<file path="config.mk">
export PLATFORM = sky130hd
export DESIGN_NAME = pms_sequencer
export DESIGN_NICKNAME = d
export VERILOG_FILES = /design/src/design/pms_pkg.sv /design/src/design/pms_sync.sv /design/src/design/pms_sequencer.sv
export SDC_FILE = /design/constraint.sdc
export NUM_CORES = 1
export LEC_CHECK = 0
export ABC_AREA = 1
export BUFFER_PORTS_ARGS = -buffer_cell sky130_fd_sc_hd__buf_2
export CORE_MARGIN = 1.5
export CORE_UTILIZATION = 51
export CTS_BUF_LIST = sky130_fd_sc_hd__clkbuf_8
export CTS_CLUSTER_SIZE = 24
export DETAILED_ROUTE_END_ITERATION = 16
export PLACE_DENSITY_LB_ADDON = 0.15
export SLEW_MARGIN = 30
export SYNTH_ARGS = -nofsm -noshare
export SYNTH_HDL_FRONTEND = slang
export SYNTH_SLANG_ARGS = --single-unit
export TNS_END_PERCENT = 20
</file>
<file path="constraint.sdc">
create_clock -name clk -period 2.4 [get_ports clk]
set_clock_uncertainty 0.2 [all_clocks]
set_input_delay 0.24 -clock clk [delete_from_list [all_inputs] [get_ports clk]]
set_output_delay 0.24 -clock clk [all_outputs]
set_load 0.02 [all_outputs]
</file>
<file path="src/design/pms_pkg.sv">
// Constants shared by the power-mode and port-select sequencer.
package pms_pkg;

    // Master clock period in nanoseconds.
    localparam int unsigned CLK_PERIOD_NS = 10;

    // Hold time after the supply crosses its threshold, in milliseconds.
    localparam int unsigned HOLD_TIME_MS = 26;
    localparam int unsigned HOLD_CYCLES =
        (HOLD_TIME_MS * 1000000) / CLK_PERIOD_NS;

    // Longest allowed sleep-to-normal transition, in milliseconds.
    localparam int unsigned WAKE_LIMIT_MS = 40;
    localparam int unsigned WAKE_LIMIT_CYCLES =
        (WAKE_LIMIT_MS * 1000000) / CLK_PERIOD_NS;

    // Default transition length in cycles, well inside the limit.
    localparam int unsigned WAKE_CYCLES_DEFAULT = 1000;

    // Field positions in the status, mask and lock registers.
    localparam int unsigned RESET_DONE_BIT = 15;
    localparam int unsigned LOCK_TWO_WIRE_BIT = 1;

    // Number of select-pin falling edges that choose SPI.
    localparam logic [1:0] SPI_SELECT_EDGES = 2'h3;

    // Pin level of the mode-select pin for each power state.
    localparam logic MODE_PIN_NORMAL = 1'h0;
    localparam logic MODE_PIN_SLEEP = 1'h1;

    // Run control value that starts the signal processor.
    localparam logic [15:0] RUN_START = 16'h0001;

    // Reset values.
    localparam logic [7:0] LOCK_CFG_RESET = 8'h00;
    localparam logic [15:0] RUN_RESET = 16'h0000;

    // Counter width wide enough for the hold time.
    localparam int unsigned CNT_W = 24;

    // Sequencer states.
    typedef enum logic [2:0] {
        ST_OFF   = 3'h0,
        ST_HOLD  = 3'h1,
        ST_SLEEP = 3'h2,
        ST_WAKE  = 3'h3,
        ST_RUN   = 3'h4
    } pms_state_t;

endpackage : pms_pkg

</file>
<file path="src/design/pms_sync.sv">
// Two-flop synchroniser for a bus of asynchronous pin levels.
`timescale 1ns/1ps

module pms_sync #(
    parameter int unsigned WIDTH = 1,
    parameter logic [WIDTH-1:0] INIT = '0
) (
    input  wire logic             clk,
    input  wire logic             sys_rst,
    input  wire logic [WIDTH-1:0] pinIn,
    output logic      [WIDTH-1:0] pinSync
);

    logic [WIDTH-1:0] meta_q;

    // First stage feeds only the second stage.
    always_ff @(posedge clk)
    begin
        if (sys_rst)
        begin
            meta_q  <= INIT;
            pinSync <= INIT;
        end
        else
        begin
            meta_q  <= pinIn;
            pinSync <= meta_q;
        end
    end

endmodule : pms_sync

</file>
<file path="src/design/pms_sequencer.sv">
// Power-mode sequencer, reset-done event and host serial port selection.
// Operation
// - Mode pin low selects normal state, high selects sleep state.
// - Sleep-to-normal resets control registers, keeps port-lock register.
// - First power-up entry into normal resets everything, port-lock included.
// - Transition end drives event line one low and sets reset-done bit 15.
// - Writing status word one with bit 15 set clears flag, releases line.
// - Reset-done is unmaskable; mask bit 15 has no effect.
// - In sleep, serial and fast capture ports do not respond.
// - Stay inactive 26 ms after the supply crosses its threshold.
// - Power-up always lands in sleep until the mode pin goes low.
// - Sleep-to-normal completes in under 40 ms.
// - Entering normal without a lock makes the two-wire bus active.
// - Three select falling edges switch the host port to SPI.
// - Lock bit 1 written pins the two-wire port; select toggles ignored.
// - Any lock-register write while SPI is active locks SPI.
// - Only power loss or reset pin low clear a port lock.
// - A locked port choice survives every sleep-normal state change.
// - Processor stays idle after a transition until run written 0x0001.
// - Supply below threshold forces inactive state, stopping all work.
// - Both event request outputs are active-low logic outputs.
`timescale 1ns/1ps

module pms_sequencer #(
    parameter int unsigned HOLD_CYCLES = pms_pkg::HOLD_CYCLES,
    parameter int unsigned WAKE_CYCLES = pms_pkg::WAKE_CYCLES_DEFAULT
) (
    input  wire logic        clk,
    input  wire logic        sys_rst,
    input  wire logic        supplyOk,
    input  wire logic        powerModeSelectPin,
    input  wire logic        selectOrCaptureActivePin,
    input  wire logic        resetPinN,
    input  wire logic        statusOneWrite,
    input  wire logic [31:0] statusOneWdata,
    input  wire logic        maskOneWrite,
    input  wire logic [31:0] maskOneWdata,
    input  wire logic        lockCfgWrite,
    input  wire logic [7:0]  lockCfgWdata,
    input  wire logic        runWrite,
    input  wire logic [15:0] runWdata,
    input  wire logic        pendingEventZero,
    output logic             eventRequestLineOneN,
    output logic             eventRequestLineZeroN,
    output logic             normalPowerState,
    output logic             sleepState,
    output logic             resetDoneFlag,
    output logic [31:0]      maskOne,
    output logic [7:0]       portLockConfig,
    output logic             spiActive,
    output logic             portLocked,
    output logic             serialPortsEnable,
    output logic             ctrlRegsReset,
    output logic             processorRun
);

    localparam int unsigned W = pms_pkg::CNT_W;

    // Synchronised pins: mode, select, reset (reset pin idles high).
    logic [2:0] pinSync;

    pms_sync #(
        .WIDTH (3),
        .INIT  (3'h7)
    ) u_sync (
        .clk     (clk),
        .sys_rst (sys_rst),
        .pinIn   ({resetPinN, selectOrCaptureActivePin,
                   powerModeSelectPin}),
        .pinSync (pinSync)
    );

    wire modeSleep = (pinSync[0] == pms_pkg::MODE_PIN_SLEEP);
    wire selSync   = pinSync[1];
    wire rstPinLow = ~pinSync[2];

    logic supplyMeta_q;
    logic supplyOk_q;
    pms_pkg::pms_state_t state_q;
    pms_pkg::pms_state_t state_d;
    logic [W-1:0]        cnt_q;
    logic [W-1:0]        cnt_d;
    logic                firstEntry_q;
    logic                selPrev_q;
    logic [1:0]          edgeCnt_q;
    logic [15:0]         runReg_q;

    // Supply monitor level from the analog domain is synchronised too.
    always_ff @(posedge clk)
    begin
        if (sys_rst)
        begin
            supplyMeta_q <= 1'h0;
            supplyOk_q   <= 1'h0;
        end
        else
        begin
            supplyMeta_q <= supplyOk;
            supplyOk_q   <= supplyMeta_q;
        end
    end

    wire holdDone  = (cnt_q == W'(HOLD_CYCLES - 1));
    wire wakeDone  = (cnt_q == W'(WAKE_CYCLES - 1));
    wire inRun     = (state_q == pms_pkg::ST_RUN);
    wire wakeEnd   = (state_q == pms_pkg::ST_WAKE) && wakeDone;
    wire hwReset   = inRun && rstPinLow;

    // Next state of the sequencer.
    always_comb
    begin
        state_d = state_q;
        cnt_d   = '0;
        case (state_q)
            pms_pkg::ST_OFF:
            begin
                if (supplyOk_q)
                    state_d = pms_pkg::ST_HOLD;
            end
            pms_pkg::ST_HOLD:
            begin
                cnt_d = cnt_q + W'(1);
                if (holdDone)
                    state_d = pms_pkg::ST_SLEEP;
            end
            pms_pkg::ST_SLEEP:
            begin
                if (!modeSleep)
                    state_d = pms_pkg::ST_WAKE;
            end
            pms_pkg::ST_WAKE:
            begin
                cnt_d = cnt_q + W'(1);
                if (wakeDone)
                    state_d = pms_pkg::ST_RUN;
            end
            pms_pkg::ST_RUN:
            begin
                if (modeSleep)
                    state_d = pms_pkg::ST_SLEEP;
                else if (rstPinLow)
                    state_d = pms_pkg::ST_WAKE;
            end
            default:
            begin
                state_d = pms_pkg::ST_OFF;
            end
        endcase
        if (!supplyOk_q)
        begin
            state_d = pms_pkg::ST_OFF;
            cnt_d   = '0;
        end
    end

    // State register and transition counter.
    always_ff @(posedge clk)
    begin
        if (sys_rst)
        begin
            state_q <= pms_pkg::ST_OFF;
            cnt_q   <= '0;
        end
        else
        begin
            state_q <= state_d;
            cnt_q   <= cnt_d;
        end
    end

    // First entry after power-up clears the lock register as well.
    always_ff @(posedge clk)
    begin
        if (sys_rst || !supplyOk_q)
            firstEntry_q <= 1'h1;
        else if (wakeEnd)
            firstEntry_q <= 1'h0;
    end

    wire fullReset = !supplyOk_q || hwReset
                     || (wakeEnd && firstEntry_q);

    wire selFall   = selPrev_q && !selSync;
    wire countSel  = inRun && !portLocked && !spiActive;

    // Select-pin falling edge counter and active port choice.
    always_ff @(posedge clk)
    begin
        if (sys_rst || fullReset)
        begin
            selPrev_q <= 1'h1;
            edgeCnt_q <= 2'h0;
            spiActive <= 1'h0;
        end
        else
        begin
            selPrev_q <= selSync;
            if (wakeEnd && !portLocked)
            begin
                edgeCnt_q <= 2'h0;
                spiActive <= 1'h0;
            end
            else if (countSel && selFall)
            begin
                edgeCnt_q <= edgeCnt_q + 2'h1;
                if (edgeCnt_q == pms_pkg::SPI_SELECT_EDGES - 2'h1)
                    spiActive <= 1'h1;
            end
        end
    end

    // Port-lock register survives sleep; only a full reset clears it.
    always_ff @(posedge clk)
    begin
        if (sys_rst || fullReset)
        begin
            portLockConfig <= pms_pkg::LOCK_CFG_RESET;
            portLocked     <= 1'h0;
        end
        else if (lockCfgWrite && inRun)
        begin
            portLockConfig <= lockCfgWdata;
            if (spiActive)
                portLocked <= 1'h1;
            else if (lockCfgWdata[pms_pkg::LOCK_TWO_WIRE_BIT])
                portLocked <= 1'h1;
        end
    end

    wire clrDone = statusOneWrite && inRun
                   && statusOneWdata[pms_pkg::RESET_DONE_BIT];

    // Reset-done flag: low through a transition, set as the transition ends.
    always_ff @(posedge clk)
    begin
        if (sys_rst)
            resetDoneFlag <= 1'h0;
        else if (wakeEnd)
            resetDoneFlag <= 1'h1;
        else if (!inRun || clrDone)
            resetDoneFlag <= 1'h0;
    end

    // Flag set at the wake end is seen by the flop one cycle later.
    always_ff @(posedge clk)
    begin
        if (sys_rst)
            eventRequestLineOneN <= 1'h1;
        else
            eventRequestLineOneN <= !(resetDoneFlag && !clrDone);
    end

    // Event line zero mirrors the pending event from elsewhere.
    always_ff @(posedge clk)
    begin
        if (sys_rst || !inRun)
            eventRequestLineZeroN <= 1'h1;
        else
            eventRequestLineZeroN <= !pendingEventZero;
    end

    // Mask register has no hold on reset-done; reset on every wake.
    always_ff @(posedge clk)
    begin
        if (sys_rst || !inRun)
            maskOne <= '0;
        else if (maskOneWrite)
            maskOne <= maskOneWdata;
    end

    // Run control: processor idle until software writes the start value.
    always_ff @(posedge clk)
    begin
        if (sys_rst || !inRun)
            runReg_q <= pms_pkg::RUN_RESET;
        else if (runWrite)
            runReg_q <= runWdata;
    end

    // Status outputs, registered.
    always_ff @(posedge clk)
    begin
        if (sys_rst)
        begin
            normalPowerState  <= 1'h0;
            sleepState        <= 1'h0;
            serialPortsEnable <= 1'h0;
            ctrlRegsReset     <= 1'h1;
            processorRun      <= 1'h0;
        end
        else
        begin
            normalPowerState  <= (state_d == pms_pkg::ST_RUN);
            sleepState        <= (state_d == pms_pkg::ST_SLEEP);
            serialPortsEnable <= (state_d == pms_pkg::ST_RUN);
            ctrlRegsReset     <= (state_d != pms_pkg::ST_RUN);
            processorRun      <= inRun && (runReg_q == pms_pkg::RUN_START)
                                 && supplyOk_q;
        end
    end

endmodule : pms_sequencer

</file>
==> impl_metrics.csv <==
group,metric,value,unit
global_route,grt.overflow.total,0,
flow_run,cap_violations,0,
placed_design,post-place-ws,420,ps
worst_setup_path,cpLargestDelayFamily,"simple AND/OR/NAND/NOR gates",
routing,vias,4460,
sta,period_needed,1990,ps
routing,highest_layer,"met4",
placed_design,portBuffers,117,
global_route,first_global_vias,4133,
pwr,p_per_area,534,nW/um2
final_layout,finalNonFillerCells,856,
sta,timing.final.ws_setup,412,ps
placed_design,dp_hpwl,7260,um
worst_setup_path,cp-start-kind,"register",
synthesis,ys_types,33,
routing,wl_met1,4790,um
worst_setup_path,cp_slowest_stage_delay,440,ps
cts,clk_latency,370,ps
sta,timing.hold.ws,16.6,ps
worst_setup_path,crit_chain,"ha_1 -> nand2_2 -> nor2_4 -> inv_2 -> nor3_4 -> nand3_1 -> or2_0 -> a21oi_1",
global_route,grt_use_total,26.9,%
synthesis,synth_edf_count,0,
sta,slew_headroom,71.3,%
die,dieWidth,93.7,um
routing,drtIter0Drc,237,
worst_setup_path,critPathKind,"reg2reg",
cts,clockRootBuffer,"clkbuf_8",
final_layout,n_antenna_cell,0,
die,io_pins,149,
routing,met2_length,5830,um
final_layout,final_common_cell,"nand2_1",
worst_setup_path,crit_fanout,6,
synthesis,synthFlopType,"dfxtp_1",
die,die_y,93.7,um
sta,worstMarginPinSlew,427,ps
die,fp.coreArea,7850,um2
cts,cts_buffer_depth,2,
global_route,antenna_found_initial,0,
min_path,hold_path_class,"in2reg",
sta,final-hold-violation-count,0,
synthesis,synth_seq_cells,104,
worst_setup_path,crit_buf_inv,1,
sta,finalSetupTns,0,ps
synthesis,syn_inst,574,
routing,first_pass_iters,5,
placed_design,dp_cells,776,
outcome,outcome,"finished, final reports clean",
synthesis,async_flop_share,0,%
final_layout,drive_gt1_share,21.1,%
die,start_util,53.5,%
final_layout,final_cell_mix,"nand2_1, buf_2, dfxtp_1, a21oi_1, dlygate4sd3_1",
pwr,p_leak,2.42,nW
routing,met3WireLength,831,um
synthesis,ys_seq_area_share,49.6,%
worst_setup_path,worst_path_max_delay_cell,"dfxtp_1",
routing,wirelength,11600,um
routing,drc_errors,0,
global_route,grt_max_degree,51,
cts,clock-sinks,104,
cts,cts_setup_buffers,0,
die,rows,32,
placed_design,place_congestion,0.960,
sta,rsz0062_at_grt,"no",
sta,fmax,0.503,GHz
final_layout,nets,850,
synthesis,synth_warnings,0,
sta,slew_violations,0,
final_layout,area_growth,36.0,%
worst_setup_path,end_kind,"register",
cts,htreeDepth,3,
cts,numCtsBuffers,9,
cts,cts.clk_slew.worst_paths,100,ps
routing,ant_nets,0,
global_route,grt_pass1_wl,18700,um
pwr,vdd_drop_max,0.431,mV
synthesis,syn_area,4200,um2
worst_setup_path,worstPathArrival,2090,ps
cts,tritoncts,"yes",
sta,fin_crit_sh,82.9,%
routing,drt-wirelength-per-cell,13.6,um
synthesis,synth_nets,675,
die,dieArea,8780,um2
synthesis,synth_area_per_cell,7.31,um2
routing,avgViaCountPerCell,5.21,
sta,setup_viol,0,
worst_setup_path,crit_required,2500,ps
-- metal layers --
metal  up-vias  GRT usage (%)
li1       2190              -
met4         0           7.46
met1      2073           32.8
met2       177           46.0
met5         -              0
met3        20           8.09
-- flip-flops by register name, indices dropped and copies added (netlist names), 2 cells and up --
signal and flops:
portLockConfig 8, cnt_q 24, u_sync.meta_q 3, state_q 3, maskOne 32, runReg_q 16
u_sync.pinSync 3, edgeCnt_q 2
-- path summary, 6_finish.rpt --
kind | slack [ps] | cells past startpoint | end | from
hold / removal | 20 | 4 | resetDoneFlag | statusOneWdata[15]
setup / recovery | 410 | 8 | cnt_q[16] | cnt_q[0]
hold reg to reg | 220 | 1 | u_sync.pinSync[1] | u_sync.meta_q[1]
setup reg to reg | 410 | 8 | cnt_q[16] | cnt_q[0]
-- cell type report --
type                       count  area [um2]
tap                          102         128
multi-input combinational    397        1830
inverter                      52         195
clock buffer                   9         124
sequential                   104        2080
clock inverter                 7        80.1
fill                         638        2140
timing repair buffer         185        1270
-- worst min-delay path: stages --
cell	delay, ps
buf_2	70
nand3_1	80
nand2_1	70
o22ai_1	70
-- power breakdown --
group | switching (W) | leakage (nW) | internal [W] | total (W)
clock network | 0.000615 | 0.104 | 0.000493 | 0.00111
registers | 0.00000249 | 0.839 | 0.00173 | 0.00173
logic | 0.0000866 | 1.48 | 0.000123 | 0.000209
total | 0.000704 | 2.42 | 0.00235 | 0.00305
-- stage by stage --
stage / power [W] / utilization (%) / cell area (um2)
3_5_place_dp: 0.00190 / 62.0 / 4870
2_1_floorplan: 0.00183 / - / 4200
4_1_cts: 0.00306 / 72.8 / 5710
5_1_grt: 0.00317 / 72.8 / 5710
6_report: 0.00305 / 72.8 / 5710
3_3_place_gp: 0.00189 / 62.0 / 4870
-- timing repair --
action | CTS | global route
resized for setup | 0 | 0
hold endpoints to repair | 63 | 0
hold buffers | 64 | 0
-- logic make-up after synthesis --
kind of cell	after synthesis	share of synthesized area (%)
AO/OA/AOI/OAI	86	10.6
buffers and inverters	73	6.74
XOR/XNOR	3	0.626
AND/OR/NAND/NOR	306	31.9
adder cells (fa/ha/maj)	2	0.596
flip-flops	104	49.6
-- cell usage after synthesis (all sizes together), types with 3 or more instances --
cell    count  area share, %
nand3      32            3.8
nand3b      4           0.72
nand4       8            1.2
o21ai       6           0.72
nand2     173             16
dfxtp     104             50
buf         5           0.66
a21oi      74            8.8
clkbuf     16            1.4
nor2       61            6.0
inv        52            4.6
or2         8            1.2
nor4        3           0.45
nor3       15            2.4
Power figures use the tool's default switching activity.
